### src/common/uart_trig_pkg.sv
// constants for the uart decode and trigger block
// Operation
// - polarity selects which line level means one
// - symbol width five to nine data bits
// - even parity: one when ones count odd
// - odd parity: one when ones count even
// - stop length one, one half, two bits
// - bit period follows programmed bit rate
// - start after idle gap begins new frame
// - start inside running idle gap ignored
// - start trigger on first zero after stop
// - frame start only on first frame start
// - index trigger on Nth symbol of frame
// - any symbol compared against stored value
// - compare bits one, zero or ignored
// - hex entry ignores whole symbol at once
// - pattern skips 0 to 4095 leading symbols
// - pattern of one, two or three symbols
// - pattern compare uses configured symbol width
// - parity error trigger on parity mismatch
// - frame error trigger on bad stop level
// - break trigger when line stays low long
package uart_trig_pkg;
	// register byte offsets, one aligned word each
	localparam logic [5:0] OFF_CTRL = 6'h00;
	localparam logic [5:0] OFF_PERIOD = 6'h04;
	localparam logic [5:0] OFF_IDLE = 6'h08;
	localparam logic [5:0] OFF_BREAK = 6'h0c;
	localparam logic [5:0] OFF_INDEX = 6'h10;
	localparam logic [5:0] OFF_SKIP = 6'h14;
	localparam logic [5:0] OFF_CMP0 = 6'h18;
	localparam logic [5:0] CMP_STRIDE = 6'h04;
	localparam logic [5:0] OFF_STATUS = 6'h24;
	localparam logic [5:0] OFF_LAST = 6'h28;
	// control word field positions
	localparam int CTRL_POL = 0;
	localparam int CTRL_BITS = 1;
	localparam int CTRL_PAR = 5;
	localparam int CTRL_STOP = 7;
	localparam int CTRL_MODE = 9;
	localparam int CTRL_LEN = 12;
	localparam int CTRL_HEX = 14;
	// compare word field positions
	localparam int CMP_CARE = 16;
	localparam int CMP_IGN = 31;
	// symbol width limits
	localparam logic [3:0] SYM_MIN = 4'h5;
	localparam logic [3:0] SYM_MAX = 4'h9;
	// parity, stop and trigger mode codes
	localparam logic [1:0] PAR_NONE = 2'h0;
	localparam logic [1:0] PAR_EVEN = 2'h1;
	localparam logic [1:0] PAR_ODD = 2'h2;
	localparam logic [1:0] STOP_ONE = 2'h0;
	localparam logic [1:0] STOP_ONE_HALF = 2'h1;
	localparam logic [1:0] STOP_TWO = 2'h2;
	localparam logic [2:0] MODE_START = 3'h0;
	localparam logic [2:0] MODE_FRAME = 3'h1;
	localparam logic [2:0] MODE_INDEX = 3'h2;
	localparam logic [2:0] MODE_ANY = 3'h3;
	localparam logic [2:0] MODE_PATTERN = 3'h4;
	localparam logic [2:0] MODE_PARITY = 3'h5;
	localparam logic [2:0] MODE_FRAME_ERR = 3'h6;
	localparam logic [2:0] MODE_BREAK = 3'h7;
	// reset values
	localparam logic [3:0] RST_BITS = 4'h8;
	localparam logic [1:0] RST_LEN = 2'h1;
	localparam logic [15:0] RST_PERIOD = 16'h06c8;
	localparam logic [23:0] RST_IDLE = 24'h000400;
	localparam logic [23:0] RST_BREAK = 24'h010000;
endpackage

### src/verilog/uart_decode_trigger.sv
// passive uart line decoder with trigger engine and avalon register slave
//
// Our own choices: the Avalon-MM interface to the registers and the address map.
`timescale 1ns/1ps
module uart_decode_trigger
(
	input wire logic clk_in,
	input wire logic rst_n_in,
	input wire logic line_in,
	input wire logic [5:0] address_in,
	input wire logic read_in,
	input wire logic write_in,
	input wire logic [31:0] writedata_in,
	input wire logic [3:0] byteenable_in,
	output logic [31:0] readdata_out,
	output logic waitrequest_out,
	output logic trigger_out,
	output logic [8:0] symbol_out,
	output logic symbol_valid_out
);
	typedef enum logic [2:0] {ST_IDLE, ST_START, ST_DATA, ST_PARITY, ST_STOP, ST_HOLD, ST_BREAK}
		rx_state_t;

	// mask of the active symbol bits
	function automatic logic [8:0] width_mask(input logic [3:0] bits);
		return 9'h1ff >> (4'h9 - bits);
	endfunction

	// masked compare; hex entry turns the care mask into one whole-symbol flag
	function automatic logic sym_match(input logic [8:0] sym, input logic [8:0] val,
		input logic [8:0] care, input logic ign, input logic hex, input logic [8:0] wmask);
		logic [8:0] eff;
		eff = hex ? {9{~ign}} : care;
		return (((sym ^ val) & eff & wmask) == 9'h000);
	endfunction

	// byte lane merge for partial writes
	function automatic logic [31:0] lane_merge(input logic [31:0] old, input logic [31:0] wd,
		input logic [3:0] be);
		logic [31:0] res;
		res = old;
		for (int i = 0; i < 4; i++)
		begin
			if (be[i])
				res[8*i +: 8] = wd[8*i +: 8];
		end
		return res;
	endfunction

	// address decode of compare word i, shared by the read image and the write path
	function automatic logic is_cmp_addr(input logic [5:0] addr, input int i);
		return addr == uart_trig_pkg::OFF_CMP0 + 6'(uart_trig_pkg::CMP_STRIDE * 6'(i));
	endfunction

	logic rst_s1; // reset release stage one
	logic rst_n; // released reset used everywhere else
	logic line_s1; // first synchroniser stage, read only by line_s2
	logic line_s2; // synchronised line level

	// configuration registers
	logic pol_low, next_pol_low;
	logic [3:0] sym_bits, next_sym_bits;
	logic [1:0] par_mode, next_par_mode;
	logic [1:0] stop_mode, next_stop_mode;
	logic [2:0] trig_mode, next_trig_mode;
	logic [1:0] pattern_length, next_pattern_length;
	logic hex_mode, next_hex_mode;
	logic [15:0] bit_period, next_bit_period; // clock cycles per bit
	logic [23:0] idle_time, next_idle_time; // clock cycles of quiet line
	logic [23:0] break_time, next_break_time; // clock cycles of low line
	logic [11:0] sym_index, next_sym_index;
	logic [11:0] skip_count, next_skip_count;
	logic [8:0] cmp_val [0:2];
	logic [8:0] next_cmp_val [0:2];
	logic [8:0] cmp_care [0:2];
	logic [8:0] next_cmp_care [0:2];
	logic cmp_ign [0:2];
	logic next_cmp_ign [0:2];
	logic [31:0] next_readdata;
	logic next_wait;
	logic [31:0] cur_word; // image of the addressed register
	logic [31:0] merged; // write data merged into that image
	logic wr_go; // write takes effect this edge

	// receiver state
	rx_state_t state, next_state;
	logic [16:0] timer, next_timer; // cycles inside the current bit
	logic [3:0] bit_idx, next_bit_idx;
	logic [8:0] shreg, next_shreg; // data bits, lsb first
	logic [23:0] gap_cnt, next_gap_cnt; // quiet time since last stop
	logic [23:0] brk_cnt, next_brk_cnt; // low time since start edge
	logic frame_open, next_frame_open;
	logic [12:0] sym_cnt, next_sym_cnt; // symbols done in this frame
	logic [8:0] hist0, next_hist0; // previous symbol
	logic [8:0] hist1, next_hist1; // symbol before that
	logic next_trigger;
	logic [8:0] next_symbol;
	logic next_symbol_valid;
	logic [15:0] trig_count, next_trig_count;

	// decoded events and helpers
	logic rx_bit; // line level as logic value
	logic [8:0] wmask;
	logic [16:0] half;
	logic [16:0] per_m1;
	logic [16:0] remain;
	logic [12:0] pat_pos;
	logic pat_hit;
	logic start_ev, fstart_ev, sym_ev, par_ev, ferr_ev, brk_ev;

	// reset release: async assert, sync release
	always_ff @(posedge clk_in or negedge rst_n_in)
	begin
		if (!rst_n_in)
		begin
			rst_s1 <= 1'b0;
			rst_n <= 1'b0;
		end
		else
		begin
			rst_s1 <= 1'b1;
			rst_n <= rst_s1;
		end
	end

	// the observed line is asynchronous to our clock
	always_ff @(posedge clk_in or negedge rst_n)
	begin
		if (!rst_n)
		begin
			// idle mark level, so no false start edge follows reset
			line_s1 <= 1'b1;
			line_s2 <= 1'b1;
		end
		else
		begin
			line_s1 <= line_in;
			line_s2 <= line_s1;
		end
	end

	assign rx_bit = line_s2 ^ pol_low;
	assign wmask = width_mask(sym_bits);
	assign half = {2'h0, bit_period[15:1]};
	assign per_m1 = {1'b0, bit_period - 16'h0001};
	assign pat_pos = {1'b0, skip_count} + {11'h000, pattern_length} - 13'h0001;
	assign wr_go = write_in && !waitrequest_out;

	// pattern match on the symbol now completing, older ones from history
	always_comb
	begin
		unique case (pattern_length)
			2'h2: pat_hit = sym_match(hist0, cmp_val[0], cmp_care[0], cmp_ign[0], hex_mode, wmask)
				&& sym_match(shreg, cmp_val[1], cmp_care[1], cmp_ign[1], hex_mode, wmask);
			2'h3: pat_hit = sym_match(hist1, cmp_val[0], cmp_care[0], cmp_ign[0], hex_mode, wmask)
				&& sym_match(hist0, cmp_val[1], cmp_care[1], cmp_ign[1], hex_mode, wmask)
				&& sym_match(shreg, cmp_val[2], cmp_care[2], cmp_ign[2], hex_mode, wmask);
			default: pat_hit = sym_match(shreg, cmp_val[0], cmp_care[0], cmp_ign[0], hex_mode, wmask);
		endcase
		pat_hit = pat_hit && (sym_cnt == pat_pos);
	end

	// remaining stop time after the mid-bit stop sample
	always_comb
	begin
		unique case (stop_mode)
			uart_trig_pkg::STOP_ONE_HALF: remain = {1'b0, bit_period};
			uart_trig_pkg::STOP_TWO: remain = {1'b0, bit_period} + half;
			default: remain = half;
		endcase
	end

	// receiver next state, events and trigger selection
	always_comb
	begin
		next_state = state;
		next_timer = timer + 17'h00001;
		next_bit_idx = bit_idx;
		next_shreg = shreg;
		next_gap_cnt = 24'h000000;
		next_frame_open = frame_open;
		next_sym_cnt = sym_cnt;
		next_hist0 = hist0;
		next_hist1 = hist1;
		next_symbol = symbol_out;
		next_symbol_valid = 1'b0;
		start_ev = 1'b0;
		fstart_ev = 1'b0;
		sym_ev = 1'b0;
		par_ev = 1'b0;
		ferr_ev = 1'b0;
		brk_ev = 1'b0;
		unique case (state)
			ST_IDLE:
			begin
				next_timer = 17'h00000;
				next_gap_cnt = gap_cnt;
				if (!rx_bit)
				begin
					// a quiet gap long enough opens a new frame; inside an
					// open frame the next start follows the stop directly
					if (gap_cnt >= idle_time)
					begin
						fstart_ev = 1'b1;
						start_ev = 1'b1;
					end
					else if (frame_open)
						start_ev = 1'b1;
					next_gap_cnt = 24'h000000;
				end
				else if (gap_cnt != 24'hffffff)
					next_gap_cnt = gap_cnt + 24'h000001;
				if (rx_bit && gap_cnt >= idle_time)
					next_frame_open = 1'b0; // frame closes once the line is quiet
				if (start_ev)
				begin
					next_state = ST_START;
					next_frame_open = 1'b1;
					next_shreg = 9'h000;
					next_bit_idx = 4'h0;
					if (fstart_ev)
						next_sym_cnt = 13'h0000;
				end
			end
			ST_START:
			begin
				// confirm at mid bit; a short glitch drops back to idle
				if (timer == half)
				begin
					next_timer = 17'h00000;
					next_state = rx_bit ? ST_IDLE : ST_DATA;
				end
			end
			ST_DATA:
			begin
				if (timer == per_m1)
				begin
					next_timer = 17'h00000;
					next_shreg[bit_idx] = rx_bit;
					next_bit_idx = bit_idx + 4'h1;
					if (bit_idx == sym_bits - 4'h1)
						next_state = (par_mode == uart_trig_pkg::PAR_EVEN
							|| par_mode == uart_trig_pkg::PAR_ODD) ? ST_PARITY : ST_STOP;
				end
			end
			ST_PARITY:
			begin
				if (timer == per_m1)
				begin
					next_timer = 17'h00000;
					next_state = ST_STOP;
					if (par_mode == uart_trig_pkg::PAR_EVEN)
						par_ev = (rx_bit != (^shreg));
					else
						par_ev = (rx_bit != (~^shreg));
				end
			end
			ST_STOP:
			begin
				if (timer == per_m1)
				begin
					next_timer = 17'h00000;
					if (rx_bit)
					begin
						sym_ev = 1'b1;
						next_state = ST_HOLD;
						next_hist0 = shreg;
						next_hist1 = hist0;
						next_symbol = shreg;
						next_symbol_valid = 1'b1;
						if (sym_cnt != 13'h1fff)
							next_sym_cnt = sym_cnt + 13'h0001;
					end
					else
					begin
						ferr_ev = 1'b1;
						next_state = ST_IDLE;
						next_frame_open = 1'b0;
					end
				end
			end
			ST_HOLD:
			begin
				// a low level before the stop time is over is a bad stop; the stop
				// sample sits one cycle past mid bit, so idle is entered a little
				// early to catch a start that follows the stop at once
				if (!rx_bit)
				begin
					ferr_ev = 1'b1;
					next_state = ST_IDLE;
					next_frame_open = 1'b0;
				end
				else if (timer + 17'h00003 >= remain)
					next_state = ST_IDLE;
			end
			ST_BREAK:
			begin
				// wait for the line to return before looking for starts
				next_timer = 17'h00000;
				if (rx_bit)
					next_state = ST_IDLE;
			end
		endcase
		// break counting runs from the start edge while the line stays low
		next_brk_cnt = 24'h000000;
		if (!rx_bit && state != ST_BREAK && (state != ST_IDLE || brk_cnt != 24'h000000
			|| start_ev))
			next_brk_cnt = brk_cnt + 24'h000001;
		if (!rx_bit && state != ST_BREAK && brk_cnt != 24'h000000
			&& {1'b0, brk_cnt} + 25'h0000001 >= {1'b0, break_time})
		begin
			brk_ev = 1'b1;
			next_state = ST_BREAK;
			next_frame_open = 1'b0;
			next_brk_cnt = 24'h000000;
		end
		// trigger selection, one pulse per event
		unique case (trig_mode)
			uart_trig_pkg::MODE_START: next_trigger = start_ev;
			uart_trig_pkg::MODE_FRAME: next_trigger = fstart_ev;
			uart_trig_pkg::MODE_INDEX:
				next_trigger = sym_ev && (sym_cnt == {1'b0, sym_index});
			uart_trig_pkg::MODE_ANY:
				next_trigger = sym_ev && sym_match(shreg, cmp_val[0], cmp_care[0],
					cmp_ign[0], hex_mode, wmask);
			uart_trig_pkg::MODE_PATTERN: next_trigger = sym_ev && pat_hit;
			uart_trig_pkg::MODE_PARITY: next_trigger = par_ev;
			uart_trig_pkg::MODE_FRAME_ERR: next_trigger = ferr_ev;
			uart_trig_pkg::MODE_BREAK: next_trigger = brk_ev;
		endcase
		next_trig_count = trig_count + {15'h0000, next_trigger};
	end

	// receiver registers
	always_ff @(posedge clk_in or negedge rst_n)
	begin
		if (!rst_n)
		begin
			state <= ST_IDLE;
			timer <= 17'h00000;
			bit_idx <= 4'h0;
			shreg <= 9'h000;
			gap_cnt <= 24'h000000;
			brk_cnt <= 24'h000000;
			frame_open <= 1'b0;
			sym_cnt <= 13'h0000;
			hist0 <= 9'h000;
			hist1 <= 9'h000;
			trigger_out <= 1'b0;
			symbol_out <= 9'h000;
			symbol_valid_out <= 1'b0;
			trig_count <= 16'h0000;
		end
		else
		begin
			state <= next_state;
			timer <= next_timer;
			bit_idx <= next_bit_idx;
			shreg <= next_shreg;
			gap_cnt <= next_gap_cnt;
			brk_cnt <= next_brk_cnt;
			frame_open <= next_frame_open;
			sym_cnt <= next_sym_cnt;
			hist0 <= next_hist0;
			hist1 <= next_hist1;
			trigger_out <= next_trigger;
			symbol_out <= next_symbol;
			symbol_valid_out <= next_symbol_valid;
			trig_count <= next_trig_count;
		end
	end

	// register image of the addressed word; unmapped reads as zero
	always_comb
	begin
		cur_word = 32'h00000000;
		case (address_in)
			uart_trig_pkg::OFF_CTRL: cur_word = {17'h00000, hex_mode, pattern_length, trig_mode,
				stop_mode, par_mode, sym_bits, pol_low};
			uart_trig_pkg::OFF_PERIOD: cur_word = {16'h0000, bit_period};
			uart_trig_pkg::OFF_IDLE: cur_word = {8'h00, idle_time};
			uart_trig_pkg::OFF_BREAK: cur_word = {8'h00, break_time};
			uart_trig_pkg::OFF_INDEX: cur_word = {20'h00000, sym_index};
			uart_trig_pkg::OFF_SKIP: cur_word = {20'h00000, skip_count};
			uart_trig_pkg::OFF_STATUS:
				cur_word = {17'h00000, sym_cnt, frame_open, state != ST_IDLE};
			uart_trig_pkg::OFF_LAST: cur_word = {trig_count, 7'h00, symbol_out};
			default: cur_word = 32'h00000000;
		endcase
		for (int i = 0; i < 3; i++)
		begin
			if (is_cmp_addr(address_in, i))
				cur_word = {cmp_ign[i], 6'h00, cmp_care[i], 7'h00, cmp_val[i]};
		end
		merged = lane_merge(cur_word, writedata_in, byteenable_in);
	end

	// bus next values: one wait cycle, then the access completes
	always_comb
	begin
		next_wait = !((read_in || write_in) && waitrequest_out);
		next_readdata = (read_in && waitrequest_out) ? cur_word : readdata_out;
		next_pol_low = pol_low;
		next_sym_bits = sym_bits;
		next_par_mode = par_mode;
		next_stop_mode = stop_mode;
		next_trig_mode = trig_mode;
		next_pattern_length = pattern_length;
		next_hex_mode = hex_mode;
		next_bit_period = bit_period;
		next_idle_time = idle_time;
		next_break_time = break_time;
		next_sym_index = sym_index;
		next_skip_count = skip_count;
		for (int i = 0; i < 3; i++)
		begin
			next_cmp_val[i] = cmp_val[i];
			next_cmp_care[i] = cmp_care[i];
			next_cmp_ign[i] = cmp_ign[i];
			if (wr_go && is_cmp_addr(address_in, i))
			begin
				next_cmp_val[i] = merged[8:0];
				next_cmp_care[i] = merged[uart_trig_pkg::CMP_CARE +: 9];
				next_cmp_ign[i] = merged[uart_trig_pkg::CMP_IGN];
			end
		end
		if (wr_go)
		begin
			case (address_in)
				uart_trig_pkg::OFF_CTRL:
				begin
					next_pol_low = merged[uart_trig_pkg::CTRL_POL];
					// out of range widths and lengths keep the old setting
					if (merged[uart_trig_pkg::CTRL_BITS +: 4] >= uart_trig_pkg::SYM_MIN
						&& merged[uart_trig_pkg::CTRL_BITS +: 4] <= uart_trig_pkg::SYM_MAX)
						next_sym_bits = merged[uart_trig_pkg::CTRL_BITS +: 4];
					next_par_mode = merged[uart_trig_pkg::CTRL_PAR +: 2];
					next_stop_mode = merged[uart_trig_pkg::CTRL_STOP +: 2];
					next_trig_mode = merged[uart_trig_pkg::CTRL_MODE +: 3];
					if (merged[uart_trig_pkg::CTRL_LEN +: 2] != 2'h0)
						next_pattern_length = merged[uart_trig_pkg::CTRL_LEN +: 2];
					next_hex_mode = merged[uart_trig_pkg::CTRL_HEX];
				end
				uart_trig_pkg::OFF_PERIOD: next_bit_period = merged[15:0];
				uart_trig_pkg::OFF_IDLE: next_idle_time = merged[23:0];
				uart_trig_pkg::OFF_BREAK: next_break_time = merged[23:0];
				uart_trig_pkg::OFF_INDEX: next_sym_index = merged[11:0];
				uart_trig_pkg::OFF_SKIP: next_skip_count = merged[11:0];
				default: next_sym_index = sym_index;
			endcase
		end
	end

	// bus and configuration registers
	always_ff @(posedge clk_in or negedge rst_n)
	begin
		if (!rst_n)
		begin
			waitrequest_out <= 1'b1;
			readdata_out <= 32'h00000000;
			pol_low <= 1'b0;
			sym_bits <= uart_trig_pkg::RST_BITS;
			par_mode <= uart_trig_pkg::PAR_NONE;
			stop_mode <= uart_trig_pkg::STOP_ONE;
			trig_mode <= uart_trig_pkg::MODE_START;
			pattern_length <= uart_trig_pkg::RST_LEN;
			hex_mode <= 1'b0;
			bit_period <= uart_trig_pkg::RST_PERIOD;
			idle_time <= uart_trig_pkg::RST_IDLE;
			break_time <= uart_trig_pkg::RST_BREAK;
			sym_index <= 12'h000;
			skip_count <= 12'h000;
			for (int i = 0; i < 3; i++)
			begin
				cmp_val[i] <= 9'h000;
				cmp_care[i] <= 9'h000;
				cmp_ign[i] <= 1'b0;
			end
		end
		else
		begin
			waitrequest_out <= next_wait;
			readdata_out <= next_readdata;
			pol_low <= next_pol_low;
			sym_bits <= next_sym_bits;
			par_mode <= next_par_mode;
			stop_mode <= next_stop_mode;
			trig_mode <= next_trig_mode;
			pattern_length <= next_pattern_length;
			hex_mode <= next_hex_mode;
			bit_period <= next_bit_period;
			idle_time <= next_idle_time;
			break_time <= next_break_time;
			sym_index <= next_sym_index;
			skip_count <= next_skip_count;
			for (int i = 0; i < 3; i++)
			begin
				cmp_val[i] <= next_cmp_val[i];
				cmp_care[i] <= next_cmp_care[i];
				cmp_ign[i] <= next_cmp_ign[i];
			end
		end
	end
endmodule

### config.mk
export PLATFORM = sky130hd
export DESIGN_NAME = uart_decode_trigger
export DESIGN_NICKNAME = d
export VERILOG_FILES = /design/src/common/uart_trig_pkg.sv /design/src/verilog/uart_decode_trigger.sv
export SDC_FILE = /design/constraint.sdc
export NUM_CORES = 1
export LEC_CHECK = 0
export BUFFER_PORTS_ARGS = -buffer_cell sky130_fd_sc_hd__buf_4
export CAP_MARGIN = 15
export CORE_MARGIN = 2
export CORE_UTILIZATION = 55
export CTS_CLUSTER_DIAMETER = 80
export DETAILED_ROUTE_END_ITERATION = 16
export PLACE_DENSITY = 0.75
export REMOVE_ABC_BUFFERS = 1
export SKIP_LAST_GASP = 1
export SLEW_MARGIN = 20
export SYNTH_ARGS = -nofsm -noshare
export SYNTH_HDL_FRONTEND = slang
export SYNTH_SLANG_ARGS = --single-unit
### constraint.sdc
create_clock -name clk_in -period 9.9 [get_ports clk_in]
set_input_delay 0.495 -clock clk_in [delete_from_list [all_inputs] [get_ports clk_in]]
set_output_delay 0.495 -clock clk_in [all_outputs]
set_load 0.01 [all_outputs]
==> summary.txt <==
drt pass-1 iters = 6
Max stage delay on crit path = 530 ps
Seq pwr share = 0.412
layout cell share with drive strength beyond 1 = 0.125
Critical Path Start Type = flop
number of enable flip-flop cells after synthesis = 0
Synth Flop Type = dfrtp_1
Routability Congestion = 1.02
area fraction in compound gates after synthesis = 0.158
via count = 18000
antenna violations before repair = 0
post-synthesis mux area share = 0.0624
max frequency = 0.169 GHz
TritonCTS clock tree = done
synthesized area = 21100 um2
final antenna-violating net count = 0
port bufs = 84
Synth top area share = 0.375
Routed Wire Length = 64600 um
Post-synth top cells = dfrtp_1, nand2_1, o21ai_0
Synth area leader = dfrtp_1
yosys warns = 0
Post-synth ARST share = 1.00
std cell rows = 71
Worst Hold Class = in2reg
die area = 39900 um2
XOR/XNOR Fraction of Synth Area = 0.0988
area delta synth->final = 10.2%
first-pass GRT wire length = 101000 um
Pwr Total = 3.76 mW
largest net degree at the start of global routing = 77
Setup TNS = 0 ps
Cells after Synth = 2320
global route overflow = 0
most frequent cell after synthesis = dfrtp_1
Switching Share = 0.317
Max Cap Viol = 0
final worst path period share = 0.596
H-tree depth = 2
DR vias/cell = 6.29
final setup vio count = 0
later-pin clock latency in the skew report = 560 ps
PD cells = 162 nW/um2
GRT Util Overall = 0.329
measured slew at the worst slew-check pin = 1140 ps
slowest stage cell, crit path = nor3_1
clock power share = 0.387
VDD IR max = 0.141 mV
net switching power figure = 1.19 mW
clk sinks = 328
Num CTS Buffers = 39
Worst path most repeated cell = ha_1
Synth area leaders = dfrtp_1, ha_1, xnor2_1, mux2_2, nand2_1
vias in the first global route = 17900
final slew viol count = 0
Cell Chain, Critical Path = ha_1 > nand4_1 > nor3_1 > nand4_1 > nor2_1 > xor2_1 > ha_1 > a21oi_1 > nor2_1 > a211oi_1 > o22ai_1 > o311a_1 > a32o_1 > nor3b_1 > o31ai_1 > ha_1 > ha_1 > and3_1 > nand4_1 > xnor2_1
run status = complete, no violations
Synth Area in Adders = 0.0802
worst-path fanout max = 6
Clock transition at path regs = 60 ps
Seq/Total Area, Yosys = 0.390
Synth Area in Simple Gates = 0.160
clk buf depth = 3
dpl hpwl = 47300 um
IO Pins = 91
Crit path arrival time = 6360 ps
syn_area_per_cell = 9.09 um2
DRC Markers = 0
Detailed Route Iter0 Violations = 1737
Leakage = 10.5 nW
combinational family with the most area after synthesis = simple AND/OR/NAND/NOR gates
WP data required = 10360 ps
post-synthesis register bit count = 328
post-layout util = 0.616
combinational share of power = 0.200
Yosys cell types = 80
unrepaired setup endpoints after global routing = no
diodes inserted = 0
starting density of the core = 0.559
postcts setup bufs = 0
total core area = 37800 um2
wire length per cell = 22.5 um
crit path kind = reg2reg
CP Capture Type = flop
CTS root buf = clkbuf_16
Die X = 200 um
Pint = 2.57 mW
Slew Limit Headroom = 0.235
layout net count = 2503
Tmin final = 5900 ps
Worst Skew = 29.1 ps
endpoints failing hold = 0
Die Y-Extent = 200 um
worst max-delay path, delay by kind of cell (launching register included):
kind	cells	cell delay, ps
DFF	1	440
adders and majority gates	4	1260
xor gates and xnor gates	2	350
and+or+nand+nor	8	2080
AOI/OAI and AO/OA	6	1670
metal layers:
layer	GRT usage	share of wire
met1	0.433	0.41
met4	0.153	0.050
met2	0.518	0.45
met3	0.0766	0.091
met5	0	0
layout make-up:
cell class | count | area, um2
clock buffer | 57 | 1110
clock inverter | 15 | 171
fill | 3206 | 14500
inverter | 133 | 499
multi-input combinational | 1718 | 11800
sequential | 328 | 8230
tap | 511 | 639
timing repair buffer | 102 | 768
worst paths after layout:
kind,startpoint,to,slack (ps),depth (start not counted)
max,brk_cnt[0],trig_count[14],4000,20
min,line_in,line_s1,60,1
max reg2reg,brk_cnt[0],trig_count[14],4000,20
min reg2reg,rst_n,sym_cnt[11],340,0
max in group asynchronous,rst_n,cmp_val[16],7320,2
min in group asynchronous,rst_n_in,rst_n,270,2
power by group through the flow:
stage | combinational [mW] | clock (mW) | sequential [mW]
3_3_place_gp | 0.712 | 0 | 1.56
4_1_cts | 0.745 | 1.47 | 1.54
6_report | 0.754 | 1.46 | 1.55
5_1_grt | 0.831 | 1.52 | 1.56
2_1_floorplan | 0.507 | 0 | 1.53
3_5_place_dp | 0.739 | 0 | 1.56
logic make-up after synthesis:
family,after synthesis
AND/OR/NAND/NOR,704
XOR/XNOR,238
multiplexers,118
other,1
AO/OA/AOI/OAI,523
buffers and inverters,274
adder cells (fa/ha/maj),134
flip-flops,328
flip-flops by register name, indices dropped and copies added (netlist names), 12 cells and up:
name          flops
bit_period       16
break_time       24
brk_cnt          24
cmp_care         27
cmp_val          27
gap_cnt          24
idle_time        24
readdata_out     32
skip_count       12
sym_cnt          13
sym_index        12
timer            17
trig_count       16
what timing repair did:
action	CTS	global route
hold buffers	1	0
gates resized for setup	0	0
hold endpoints to repair	2	0
cells in the final DEF, fill, tap and decap left out, types with 19 or more instances in the layout:
| cell | synthesis | routed |
|---|---|---|
| dfrtp_1 | 316 | 315 |
| nand2_1 | 287 | 284 |
| o21ai_0 | 198 | 198 |
| xnor2_1 | 150 | 150 |
| ha_1 | 132 | 132 |
| inv_1 | 131 | 131 |
| nor2_1 | 122 | 122 |
| buf_4 | 1 | 101 |
| a21oi_1 | 98 | 98 |
| mux2_2 | 97 | 97 |
| xor2_1 | 88 | 88 |
| nand3_1 | 62 | 62 |
| clkbuf_16 | 0 | 39 |
| nand4_1 | 38 | 38 |
| nor2b_1 | 38 | 38 |
| a22oi_1 | 38 | 38 |
| nor3_1 | 30 | 30 |
| nor4_1 | 23 | 23 |
| mux2i_1 | 20 | 20 |
| o22ai_1 | 19 | 19 |
through the flow:
step | hold WS, ps | area [um2] | setup slack, ps | std cells
2_1_floorplan | 199 | 20500 | 103 | 2179
5_1_grt | 54.4 | 23200 | 3710 | 2864
4_1_cts | 40.5 | 23200 | 4050 | 2864
3_5_place_dp | 279 | 21900 | 4070 | 2791
6_report | 58.8 | 23200 | 4000 | 2864
3_3_place_gp | 277 | 21900 | 4180 | 2791
Power figures use the tool's default switching activity.
